### src/hw/mrc_pkg.sv
// mrc_pkg: constants, register map and carrier types of the region checker
// assumes a 32-bit APB slave port and a one-cycle check pipeline
package mrc_pkg;
   // register byte offsets
   localparam logic [7:0] MRC_OFS_CTRL     = 8'h00;
   localparam logic [7:0] MRC_OFS_RGN_SEL  = 8'h04;
   localparam logic [7:0] MRC_OFS_RGN_BASE = 8'h08;
   localparam logic [7:0] MRC_OFS_RGN_SIZE = 8'h0C;
   localparam logic [7:0] MRC_OFS_RGN_ACC  = 8'h10;
   localparam logic [7:0] MRC_OFS_TCM_BASE = 8'h14;
   localparam logic [7:0] MRC_OFS_TCM_SIZE = 8'h18;
   localparam logic [7:0] MRC_OFS_INT_STAT = 8'h1C;
   localparam logic [7:0] MRC_OFS_INT_MASK = 8'h20;
   localparam logic [7:0] MRC_OFS_INFO     = 8'h24;
   localparam logic [7:0] MRC_OFS_FLT_ADDR = 8'h28;
   // field positions
   localparam int MRC_CTRL_EN_BIT   = 0;
   localparam int MRC_CTRL_BGEN_BIT = 17;
   localparam int MRC_SIZE_EN_BIT   = 0;
   localparam int MRC_SIZE_LSB      = 1;
   localparam int MRC_SRD_LSB       = 8;
   localparam int MRC_ACC_B_BIT     = 0;
   localparam int MRC_ACC_C_BIT     = 1;
   localparam int MRC_ACC_S_BIT     = 2;
   localparam int MRC_ACC_TEX_LSB   = 3;
   localparam int MRC_ACC_AP_LSB    = 8;
   localparam int MRC_ACC_NOEXEC_BIT = 12;
   localparam int MRC_INT_PERM_BIT  = 0;
   localparam int MRC_INT_BG_BIT    = 1;
   // sizes and defaults
   localparam int         MRC_REGIONS_DEF = 16;
   localparam logic [4:0] MRC_SIZE_MIN    = 5'h07;
   localparam logic [4:0] MRC_SIZE_RST    = 5'h00;
   localparam logic [2:0] MRC_AP_RST      = 3'h0;
   localparam logic [31:0] MRC_BASE_MASK  = 32'hFFFFFF00;
   // normal, non-cacheable, non-shareable
   localparam logic [2:0] MRC_TEX_NORMAL  = 3'h1;

   typedef enum logic [1:0] { MRC_FK_NONE, MRC_FK_PERM, MRC_FK_BACKGROUND } mrc_fault_e;

   typedef struct packed {
      logic        valid;
      logic        fetch;
      logic        write;
      logic        priv;
      logic [31:0] addr;
   } mrc_req_s;

   typedef struct packed {
      logic [2:0] tex;
      logic       c;
      logic       b;
      logic       s;
   } mrc_attr_s;

   typedef struct packed {
      logic        valid;
      logic        fault;
      mrc_fault_e  kind;
      logic        hit;
      logic [3:0]  region;
      logic        rd_ok;
      logic        wr_ok;
      mrc_attr_s   attr;
   } mrc_rsp_s;

   typedef struct packed {
      logic [31:0] base;
      logic [4:0]  size;
      logic        en;
      logic [7:0]  srd;
      logic [2:0]  ap;
      logic        execute_never_flag;
      mrc_attr_s   attr;
   } mrc_region_s;
endpackage

### src/hw/mrc_top.sv
// mrc_top: prioritised region checker with APB register file and interrupt
// assumes fetch and load/store stages hold no state here; result follows one cycle later
`timescale 1ns/10ps
module mrc_top #(
   parameter int NREG = mrc_pkg::MRC_REGIONS_DEF
) (
   // clock and reset
   input  wire logic              clk_sys,
   input  wire logic              reset_n,
   // apb slave
   input  wire logic              psel,
   input  wire logic              penable,
   input  wire logic              pwrite,
   input  wire logic [7:0]        paddr,
   input  wire logic [31:0]       pwdata,
   input  wire logic [2:0]        pprot,
   output logic                   pready,
   output logic [31:0]            prdata,
   output logic                   pslverr,
   // access check
   input  wire mrc_pkg::mrc_req_s chk_req,
   output mrc_pkg::mrc_rsp_s      chk_rsp,
   // interrupt
   output logic                   irq
);
   import mrc_pkg::*;

   // region match with subregion check; sizes below 256 bytes never match
   function automatic logic region_hit(input logic [31:0] addr, input mrc_region_s r);
      logic [5:0]  sz;
      logic [32:0] span;
      logic [31:0] mask;
      logic [31:0] sub;
      sz   = {1'b0, r.size} + 6'h01;
      span = 33'h000000001 << sz;
      mask = ~(span[31:0] - 32'h00000001);
      sub  = addr >> (sz - 6'h03);
      region_hit = r.en && (r.size >= MRC_SIZE_MIN)
                   && ((addr & mask) == (r.base & mask))
                   && !r.srd[sub[2:0]];
   endfunction

   // read and write grant for the current mode; {read, write}
   function automatic logic [1:0] ap_grant(input logic [2:0] ap, input logic priv);
      case (ap)
         3'h1:    ap_grant = priv ? 2'h3 : 2'h0;
         3'h2:    ap_grant = priv ? 2'h3 : 2'h2;
         3'h3:    ap_grant = 2'h3;
         3'h5:    ap_grant = priv ? 2'h2 : 2'h0;
         3'h6:    ap_grant = 2'h2;
         // reserved codes 4 and 7 give no access
         default: ap_grant = 2'h0;
      endcase
   endfunction

   // register state
   mrc_region_s rgn      [NREG];
   mrc_region_s next_rgn [NREG];
   logic        mpu_en, next_mpu_en;
   logic        background_region_enable, next_background_region_enable;
   logic [3:0]  rgn_sel, next_rgn_sel;
   logic [31:0] tcm_base, next_tcm_base;
   logic [4:0]  tcm_size, next_tcm_size;
   logic [1:0]  int_stat, next_int_stat;
   logic [1:0]  int_mask, next_int_mask;
   logic [31:0] flt_addr, next_flt_addr;
   logic [31:0] next_prdata;
   logic        next_pslverr;
   mrc_rsp_s    next_rsp;

   logic        setup, wr_acc, priv_ok, sel_ok;
   mrc_region_s cur;
   mrc_region_s tcm_r;

   logic [NREG-1:0] rgn_hit;
   logic            any_hit;
   logic [3:0]      win_idx;
   logic            tcm_hit;

   // no wait states: every answer is prepared in the setup cycle
   assign pready  = 1'b1;
   assign setup   = psel && !penable;
   assign priv_ok = pprot[0];
   // out-of-range select: writes dropped, reads fall back to region 0
   assign sel_ok  = {1'b0, rgn_sel} < 5'(NREG);
   assign wr_acc  = psel && penable && pwrite && priv_ok;
   assign cur     = rgn[sel_ok ? rgn_sel : 4'h0];
   // level output: stays high until software clears the status bit or its mask bit
   assign irq     = |(int_stat & int_mask);

   // tcm window reuses the region matcher with every subregion on
   always_comb begin
      tcm_r      = '0;
      tcm_r.base = tcm_base;
      tcm_r.size = tcm_size;
      tcm_r.en   = 1'b1;
   end

   // one matcher per region, all in parallel; the pick below stays a short chain
   generate
      for (genvar g = 0; g < NREG; g++) begin : g_match
         assign rgn_hit[g] = region_hit(chk_req.addr, rgn[g]);
      end
   endgenerate

   // priority pick: a higher-index hit overrides every lower one
   always_comb begin
      any_hit = 1'b0;
      win_idx = 4'h0;
      for (int i = 0; i < NREG; i++) begin
         if (rgn_hit[i]) begin
            any_hit = 1'b1;
            win_idx = 4'(i);
         end
      end
   end

   assign tcm_hit = mpu_en && region_hit(chk_req.addr, tcm_r);

   // access check
   always_comb begin
      logic [1:0] gr;
      gr             = 2'h0;
      next_rsp       = '0;
      next_rsp.valid = chk_req.valid;
      next_rsp.kind  = MRC_FK_NONE;
      if (!mpu_en) begin
         next_rsp.rd_ok    = 1'b1;
         next_rsp.wr_ok    = 1'b1;
         next_rsp.attr.tex = MRC_TEX_NORMAL;
      end else if (any_hit) begin
         gr              = ap_grant(rgn[win_idx].ap, chk_req.priv);
         next_rsp.hit    = 1'b1;
         next_rsp.region = win_idx;
         next_rsp.rd_ok  = gr[1];
         next_rsp.wr_ok  = gr[0];
         next_rsp.attr   = rgn[win_idx].attr;
         if (chk_req.fetch ? (rgn[win_idx].execute_never_flag || !gr[1])
                           : (chk_req.write ? !gr[0] : !gr[1]))
            next_rsp.kind = MRC_FK_PERM;
      end else if (background_region_enable && chk_req.priv) begin
         // default map: privileged misses pass with normal attributes
         next_rsp.rd_ok    = 1'b1;
         next_rsp.wr_ok    = 1'b1;
         next_rsp.attr.tex = MRC_TEX_NORMAL;
      end else begin
         next_rsp.kind = MRC_FK_BACKGROUND;
      end
      if (tcm_hit)
         next_rsp.attr = '{tex: MRC_TEX_NORMAL, c: 1'b0, b: 1'b0, s: 1'b0};
      next_rsp.fault = chk_req.valid && (next_rsp.kind != MRC_FK_NONE);
   end

   // register writes, sticky status and read mux
   always_comb begin
      next_rgn                      = rgn;
      next_mpu_en                   = mpu_en;
      next_background_region_enable = background_region_enable;
      next_rgn_sel                  = rgn_sel;
      next_tcm_base                 = tcm_base;
      next_tcm_size                 = tcm_size;
      next_int_mask                 = int_mask;
      next_int_stat                 = int_stat;
      next_flt_addr                 = flt_addr;
      next_prdata                   = 32'h00000000;
      next_pslverr                  = 1'b0;
      if (wr_acc) begin
         case (paddr)
            MRC_OFS_CTRL: begin
               next_mpu_en                   = pwdata[MRC_CTRL_EN_BIT];
               next_background_region_enable = pwdata[MRC_CTRL_BGEN_BIT];
            end
            MRC_OFS_RGN_SEL: next_rgn_sel = pwdata[3:0];
            MRC_OFS_RGN_BASE: begin
               if (sel_ok)
                  next_rgn[rgn_sel].base = pwdata & MRC_BASE_MASK;
            end
            MRC_OFS_RGN_SIZE: begin
               if (sel_ok) begin
                  next_rgn[rgn_sel].en   = pwdata[MRC_SIZE_EN_BIT];
                  next_rgn[rgn_sel].size = pwdata[MRC_SIZE_LSB +: 5];
                  next_rgn[rgn_sel].srd  = pwdata[MRC_SRD_LSB +: 8];
               end
            end
            MRC_OFS_RGN_ACC: begin
               if (sel_ok) begin
                  next_rgn[rgn_sel].attr.b   = pwdata[MRC_ACC_B_BIT];
                  next_rgn[rgn_sel].attr.c   = pwdata[MRC_ACC_C_BIT];
                  next_rgn[rgn_sel].attr.s   = pwdata[MRC_ACC_S_BIT];
                  next_rgn[rgn_sel].attr.tex = pwdata[MRC_ACC_TEX_LSB +: 3];
                  next_rgn[rgn_sel].ap       = pwdata[MRC_ACC_AP_LSB +: 3];
                  next_rgn[rgn_sel].execute_never_flag = pwdata[MRC_ACC_NOEXEC_BIT];
               end
            end
            MRC_OFS_TCM_BASE: next_tcm_base = pwdata & MRC_BASE_MASK;
            MRC_OFS_TCM_SIZE: next_tcm_size = pwdata[4:0];
            MRC_OFS_INT_STAT: next_int_stat = int_stat & ~pwdata[1:0];
            MRC_OFS_INT_MASK: next_int_mask = pwdata[1:0];
            default: ;
         endcase
      end
      // hardware set wins over a same-cycle clear
      if (next_rsp.fault) begin
         next_flt_addr = chk_req.addr;
         if (next_rsp.kind == MRC_FK_PERM)
            next_int_stat[MRC_INT_PERM_BIT] = 1'b1;
         else
            next_int_stat[MRC_INT_BG_BIT] = 1'b1;
      end
      // answer prepared in setup so it stands in the access phase
      if (setup) begin
         if (!priv_ok) begin
            next_pslverr = 1'b1;
         end else begin
            case (paddr)
               MRC_OFS_CTRL: begin
                  next_prdata[MRC_CTRL_EN_BIT]   = mpu_en;
                  next_prdata[MRC_CTRL_BGEN_BIT] = background_region_enable;
               end
               MRC_OFS_RGN_SEL:  next_prdata[3:0] = rgn_sel;
               MRC_OFS_RGN_BASE: next_prdata = cur.base;
               MRC_OFS_RGN_SIZE: begin
                  next_prdata[MRC_SIZE_EN_BIT]      = cur.en;
                  next_prdata[MRC_SIZE_LSB +: 5]    = cur.size;
                  next_prdata[MRC_SRD_LSB +: 8]     = cur.srd;
               end
               MRC_OFS_RGN_ACC: begin
                  next_prdata[MRC_ACC_B_BIT]        = cur.attr.b;
                  next_prdata[MRC_ACC_C_BIT]        = cur.attr.c;
                  next_prdata[MRC_ACC_S_BIT]        = cur.attr.s;
                  next_prdata[MRC_ACC_TEX_LSB +: 3] = cur.attr.tex;
                  next_prdata[MRC_ACC_AP_LSB +: 3]  = cur.ap;
                  next_prdata[MRC_ACC_NOEXEC_BIT]   = cur.execute_never_flag;
               end
               MRC_OFS_TCM_BASE: next_prdata = tcm_base;
               MRC_OFS_TCM_SIZE: next_prdata[4:0] = tcm_size;
               MRC_OFS_INT_STAT: next_prdata[1:0] = int_stat;
               MRC_OFS_INT_MASK: next_prdata[1:0] = int_mask;
               MRC_OFS_INFO:     next_prdata[7:0] = 8'(NREG);
               MRC_OFS_FLT_ADDR: next_prdata = flt_addr;
               default:          next_pslverr = 1'b1;
            endcase
         end
      end else begin
         next_prdata  = prdata;
         next_pslverr = pslverr;
      end
   end

   // one register stage; reset leaves the checker off and all regions disabled
   always_ff @(posedge clk_sys or negedge reset_n) begin
      if (!reset_n) begin
         for (int i = 0; i < NREG; i++) begin
            rgn[i]      <= '0;
            rgn[i].size <= MRC_SIZE_RST;
            rgn[i].ap   <= MRC_AP_RST;
         end
         mpu_en                   <= 1'b0;
         background_region_enable <= 1'b0;
         rgn_sel                  <= 4'h0;
         tcm_base                 <= 32'h00000000;
         tcm_size                 <= 5'h00;
         int_stat                 <= 2'h0;
         int_mask                 <= 2'h0;
         flt_addr                 <= 32'h00000000;
         prdata                   <= 32'h00000000;
         pslverr                  <= 1'b0;
         chk_rsp                  <= '0;
      end else begin
         rgn                      <= next_rgn;
         mpu_en                   <= next_mpu_en;
         background_region_enable <= next_background_region_enable;
         rgn_sel                  <= next_rgn_sel;
         tcm_base                 <= next_tcm_base;
         tcm_size                 <= next_tcm_size;
         int_stat                 <= next_int_stat;
         int_mask                 <= next_int_mask;
         flt_addr                 <= next_flt_addr;
         prdata                   <= next_prdata;
         pslverr                  <= next_pslverr;
         chk_rsp                  <= next_rsp;
      end
   end
endmodule

### config.mk
export PLATFORM = sky130hd
export DESIGN_NAME = mrc_top
export DESIGN_NICKNAME = d
export VERILOG_FILES = /design/src/hw/mrc_pkg.sv /design/src/hw/mrc_top.sv
export SDC_FILE = /design/constraint.sdc
export NUM_CORES = 2
export LEC_CHECK = 0
export ABC_CLOCK_PERIOD_IN_PS = 8940
export BUFFER_PORTS_ARGS = -buffer_cell sky130_fd_sc_hd__clkbuf_2
export CAP_MARGIN = 20
export CORE_MARGIN = 5
export CORE_UTILIZATION = 41
export DETAILED_ROUTE_END_ITERATION = 16
export MAX_ROUTING_LAYER = met4
export PLACE_DENSITY_LB_ADDON = 0.25
export SYNTH_ARGS = -nofsm -noshare
export SYNTH_HDL_FRONTEND = slang
export SYNTH_SLANG_ARGS = --single-unit
### constraint.sdc
create_clock -name clk_sys -period 8.94 [get_ports clk_sys]
set_input_delay 1.788 -clock clk_sys [delete_from_list [all_inputs] [get_ports clk_sys]]
set_output_delay 1.788 -clock clk_sys [all_outputs]
set_load 0.02 [all_outputs]
After elaboration in Yosys (flattened, before gate mapping)
Memory sizes are Yosys's and may differ from the RTL's.
Index checks and enable logic that the tools add are counted.
Widths: inputs -> output; s select.
{"block": "classes", "addsub": 51, "mul": 0, "div": 0, "magnitude_cmp": 37, "n_eq_ne": 33, "shifts": 34, "muxes": 141, "n_bitwise": 56, "n_reduce_logical": 90}
{"op": "$bwmux 896", "count": 10}
{"op": "$pmux 896 s3", "count": 1}
{"op": "$demux 56 s4", "count": 10}
{"op": "$and 32x32->32", "count": 34}
{"op": "$eq 32x32->1", "count": 17}
{"op": "$not 32->32", "count": 17}
{"op": "$shl 1x6->32 const A", "count": 17}
{"op": "$shr 32x6->3", "count": 17}
{"op": "$sub 32x1->32 const B", "count": 17}
{"op": "$bmux 56 s4", "count": 2}
{"op": "$mux 56", "count": 3}
{"op": "$add 5x1->6 const B", "count": 17}
{"op": "$sub 6x2->6 const B", "count": 17}
{"op": "$ge 5x3->1 const B", "count": 17}
{"op": "$lt 3x4->1 const B", "count": 17}
{"op": "$logic_and 1x1->1", "count": 58}
{"op": "$mux 4", "count": 14}
{"op": "$bmux 1 s3", "count": 16}
{"op": "$mux 1", "count": 43}
{"op": "$pmux 14 s3", "count": 1}
{"op": "$eq 8x5->1 const B", "count": 4}
{"op": "$mux 32", "count": 1}
{"op": "$mux 10", "count": 3}
{"op": "$eq 8x6->1 const B", "count": 3}
{"op": "other kinds (38)", "count": 86}
{"block": "totals", "ff_bits": 1017, "latchBits": 0, "ram_bits": 0, "romBits": 8, "memories": 1}
{"memory": "(name not given)", "words": 8, "width": 1, "rd": 1, "rd_ports_with_merged_regs": 0, "write_ports": 0, "line": "mrc_top.sv:40", "source": "&& !r.srd[sub[2:0]];"}

Depth between registers and ports, before layout
{"block": "logic_depth", "depth_word": 40, "ltp_mapped": 32, "mapped_depth_nobuf": 26}

Worst setup path after synthesis
OpenSTA, ideal clock, no wires.
{"block": "synth_timing", "kind": "in2reg", "start": "input port chk_req[10] in the netlist's numbering", "end": "register flt_addr[23]", "setup_ns": 0.127, "arrival_time_ns": 7.386, "required_ns": 8.813, "slack_ns": 1.427, "cell_stages": 22, "cell_sequence": "clkbuf_1 > clkbuf_1 > clkbuf_1 > buf_1 > clkbuf_1 > xnor2_1 > o22ai_1 > a211o_1 > a2111oi_0 > nand4_1 > o211a_1 > o311ai_2 > nand3_4 > mux2_2 > o2bb2ai_1 > or3_1 > o311a_1 > and2_1 > or4b_4 > a41oi_4 > buf_6 > mux2_1"}
{"block": "synth_between", "elab_chain_cells": 36}
{"element": "start: declaration", "line": "mrc_top.sv:21", "source": "input wire mrc_pkg::mrc_req_s chk_req,"}
{"element": "$shr 32x6->3", "line": "mrc_top.sv:37", "source": "sub = addr >> (sz - 6'h03);"}
{"element": "$bmux 1 s3", "line": "mrc_top.sv:40"}
{"element": "$mux 1 (implied by the code)", "line": "mrc_top.sv:40"}
{"element": "$logic_not 1->1", "line": "mrc_top.sv:40"}
{"element": "$logic_and 1x1->1", "line": "mrc_top.sv:40"}
{"element": "$mux 1", "line": "mrc_top.sv:111", "source": "if (rgn_hit[i]) begin"}
{"element": "$mux 4 (14 in a row)", "line": "mrc_top.sv:111"}
{"element": "$not 4->5 (implied by the code)", "line": "mrc_top.sv:132, mrc_top.sv:138"}
{"element": "(+6 left out)"}
{"element": "$mux 2", "line": "mrc_top.sv:127", "source": "if (!mpu_en) begin"}
{"element": "$logic_not 1->1 (on tied branches)", "line": "mrc_top.sv:138, mrc_top.sv:139"}
{"element": "$mux 1 or $logic_or 1x1->1 (tied branches)", "line": "mrc_top.sv:139, mrc_top.sv:138"}
{"element": "$mux 1 (2 in a row)", "line": "mrc_top.sv:138", "source": "if (chk_req.fetch ? (rgn[win_idx].execute_never_flag || !gr[1])"}
{"element": "$mux 2 (*)", "line": "mrc_top.sv:131", "source": "end else if (any_hit) begin"}
{"element": "$mux 7 (*)", "line": "mrc_top.sv:127"}
{"element": "$reduce_bool 2->1 (*)", "line": "mrc_top.sv:151", "source": "next_rsp.fault = chk_req.valid && (next_rsp.kind != MRC_FK_NONE);"}
{"element": "$logic_and 1x1->1 (*)", "line": "mrc_top.sv:151"}
{"element": "end signal: assignment", "line": "mrc_top.sv:278", "source": "flt_addr <= next_flt_addr;"}
{"element": "end: declaration", "line": "mrc_top.sv:66", "source": "logic [31:0] flt_addr, next_flt_addr;"}
Every way passes the cells marked *; elsewhere a longest branch is shown, timed or not. The select of a mux whose other input is x is not followed.
A chain may end at the register's enable or synchronous reset.

==> metrics.cfg <==
[worst_setup_path]
highest_net_fanout_along_the_worst_path=33
worstSetupPathType=register to register
endpoint_kind=register
start_kind=register
worst_path_arrival_ns=9.30
required_ns=9.62

[clock_tree]
clock_tree.root_cell=sky130_fd_sc_hd__clkbuf_16
cts_hold_buffers_added=0
cts.htree.levels=3
tritoncts.num_buffers=118
clk_pin_slew_ns=0.06
max-clock-path-buffers=3
tritoncts_num_sinks=1017
clk_latency_ns=0.82
tritoncts=done
post-cts-setup-buffer-count=0

[yosys]
synthesis.area_mm2=0.0907
synth-main-ff-cell=sky130_fd_sc_hd__dfrtp_1
postSynthRegisterBits=1017
netlist-cell-type-count=121
synth.top_cell.area_share=0.281
yosysTopAreaCell=sky130_fd_sc_hd__dfrtp_1
proportion_of_synthesized_chip_area_in_sequential_cells=0.281
synthTopCellsByArea=sky130_fd_sc_hd__dfrtp_1 28%, sky130_fd_sc_hd__mux4_2 12%, sky130_fd_sc_hd__mux2_2 11%
syn_nets=9550
synth_enable_flop_cells=0
synthesis.instances=9329
yosysWarnings=0
syn-mean-instance-area_um2=9.72
postSynth.asyncResetShare=1.00

[drt]
drt-total-wl_um=440000
viasPerCell=6.88
number_of_drc_markers_after_the_initial_detailed_route_iteration=12113
remaining_routing_drc_violations=0
wl_per_cell_um=35.9
drtAntennaViolNets=0
firstDrtPassIters=8
via_count=84285

[sta]
final_period_minus_worst_setup_slack_ns=8.63
finalHoldViolCount=0
rsz0062_at_grt=false
max-slew-margin-rel=0.169
achievable-frequency_mhz=116
number_of_max_slew_violations_in_the_final_report=0
fin_crit_sh=0.965
worst_clock_skew_ns=0.0751
worst_pin_slew_ns=1.25
timing.final.setup_violations=0
final.setup.tns_ns=0

[run]
maxCapViolCount=0

[die]
dieArea_mm2=0.231
placeableCoreArea_mm2=0.220
starting_utilization_of_the_core_area=0.412
pin_count=136
placementRows=172
floorplan.die.width_um=480
die_height_um=480

[global_route]
pin_count_of_the_biggest_net_entering_global_routing=166
globalRouteOverflowTotal=0
grt_first_pass_wirelength_um=616000
first_global_vias=79041
global_route.usage.total=0.378
antenna_found_initial=76

[layout]
final_cell_mix=1011 x sky130_fd_sc_hd__dfrtp_1, 905 x sky130_fd_sc_hd__mux2_2, 715 x sky130_fd_sc_hd__nand2_1
syn_to_final_growth_pct=9.91
drive_above_1_share=0.249
post-route-util=0.453
fin_nets=9340
layout.cells.most_common=sky130_fd_sc_hd__dfrtp_1

[power_and_ir_drop]
power-per-cell-area_mw_per_mm2=112
p_leak_nw=41.7
power.ir.vdd_worst_v=0.000157

[hold_path]
worstHoldPathType=register to register

[placement]
gp_congestion=1.05
detailed_place_hpwl_um=323000
io_buffers=130

[outcome]
outcome=complete, no violations

## cell families after synthesis
family	count (synthesis)	share of synthesized area
AO/OA/AOI/OAI	1960	0.152
XOR/XNOR	779	0.0762
adder cells (fa/ha/maj)	138	0.0190
buffers and inverters	1002	0.0434
flip-flops	1017	0.281
multiplexers	1860	0.287
other	1	0.0000414
AND/OR/NAND/NOR	2572	0.142
## worst max-delay path: stages (launching register included)
cell and delay [ns]:
sky130_fd_sc_hd__dfrtp_1 0.63, sky130_fd_sc_hd__ha_1 0.44, sky130_fd_sc_hd__ha_1 0.46, sky130_fd_sc_hd__inv_1 0.15, sky130_fd_sc_hd__ha_1 0.51, sky130_fd_sc_hd__o21ai_0 0.17
sky130_fd_sc_hd__a31oi_1 0.80, sky130_fd_sc_hd__buf_4 0.29, sky130_fd_sc_hd__buf_4 0.18, sky130_fd_sc_hd__nor2_1 0.10, sky130_fd_sc_hd__nand2_1 0.08, sky130_fd_sc_hd__a311oi_1 0.08
sky130_fd_sc_hd__or4_1 0.67, sky130_fd_sc_hd__nor4_2 0.68, sky130_fd_sc_hd__o21bai_1 0.24, sky130_fd_sc_hd__o311ai_2 0.17, sky130_fd_sc_hd__nand3_4 0.15, sky130_fd_sc_hd__buf_4 0.24
sky130_fd_sc_hd__mux2i_1 0.25, sky130_fd_sc_hd__o221ai_1 0.20, sky130_fd_sc_hd__o311a_1 0.39, sky130_fd_sc_hd__and2_1 0.17, sky130_fd_sc_hd__or4b_4 0.50, sky130_fd_sc_hd__a41oi_4 0.26
sky130_fd_sc_hd__buf_12 0.26, sky130_fd_sc_hd__mux2_1 0.35
## synth_stat cells, drive strengths merged (33+ instances only)
cell / count
a2111oi: 52
a211oi: 120
a21boi: 43
a21o: 51
a21oi: 351
a221oi: 40
a22oi: 71
a311oi: 39
a31oi: 93
and2: 165
and3: 61
buf: 260
clkbuf: 596
dfrtp: 1017
ha: 137
inv: 144
mux2: 939
mux2i: 421
mux4: 500
nand2: 721
nand2b: 87
nand3: 229
nand3b: 33
nand4: 85
nor2: 530
nor2b: 138
nor3: 204
nor4: 74
o2111ai: 39
o211ai: 100
o21a: 36
o21ai: 373
o22ai: 72
o311ai: 39
o31ai: 47
or2: 59
or3: 53
xnor2: 443
xor2: 333
## repair_timing
| action | CTS | global route |
|---|---|---|
| hold endpoints to repair | 0 | 0 |
| endpoints found under the setup margin | 0 | 32 |
| gates resized for setup | 0 | 1 |
## stage by stage
step / hold WS (ns) / setup WS (ns) / power, mW / instances / area [µm²]
after floorplan: 0.463 / 1.43 / 5.24 / 9329 / 90700
after global placement: 0.464 / 0.403 / 5.88 / 11952 / 95200
after global routing: 0.505 / 0.0277 / 11.4 / 12228 / 99600
after CTS: 0.483 / 0.523 / 11.1 / 12172 / 99400
after detailed placement: 0.467 / 0.324 / 5.88 / 11952 / 95200
final: 0.479 / 0.314 / 11.2 / 12249 / 99700
## final cells by class
cell class | count | area (µm²)
multi-input combinational | 7310 | 61400
clock buffer | 162 | 3430
tap | 2958 | 3700
sequential | 1017 | 25500
inverter | 146 | 548
clock inverter | 58 | 796
fill | 20974 | 120000
timing repair buffer | 526 | 4160
antenna | 72 | 180
## path summary, 6_finish.rpt
check / cells after the start / slack, ns / to / startpoint
min in group asynchronous: 1 / 1.08 / asynchronous set/reset pin / reset_n
worst max-delay path: 25 / 0.31 / flt_addr[25] / register
max in group asynchronous: 3 / 5.91 / asynchronous set/reset pin / reset_n
worst max register to register: 25 / 0.31 / flt_addr[25] / register
worst min register to register: 1 / 0.48 / prdata[17] / prdata[17]
worst min-delay path: 1 / 0.48 / prdata[17] / prdata[17]
## metal layers
| metal | vias to the layer above | global-route usage | share of wire |
|---|---|---|---|
| li1 | 34794 | - | - |
| met1 | 42998 | 0.480 | 0.39 |
| met2 | 5313 | 0.546 | 0.43 |
| met3 | 1180 | 0.0936 | 0.10 |
| met4 | 0 | 0.225 | 0.071 |
| met5 | - | - | 0 |
## power by group
part	total, mW	internal (mW)	switching, mW
clock	5.33	3.10	2.24
sequential	4.63	4.62	0.0109
combinational	1.22	0.342	0.878
total	11.2	8.05	3.13
Power figures use the tool's default switching activity.
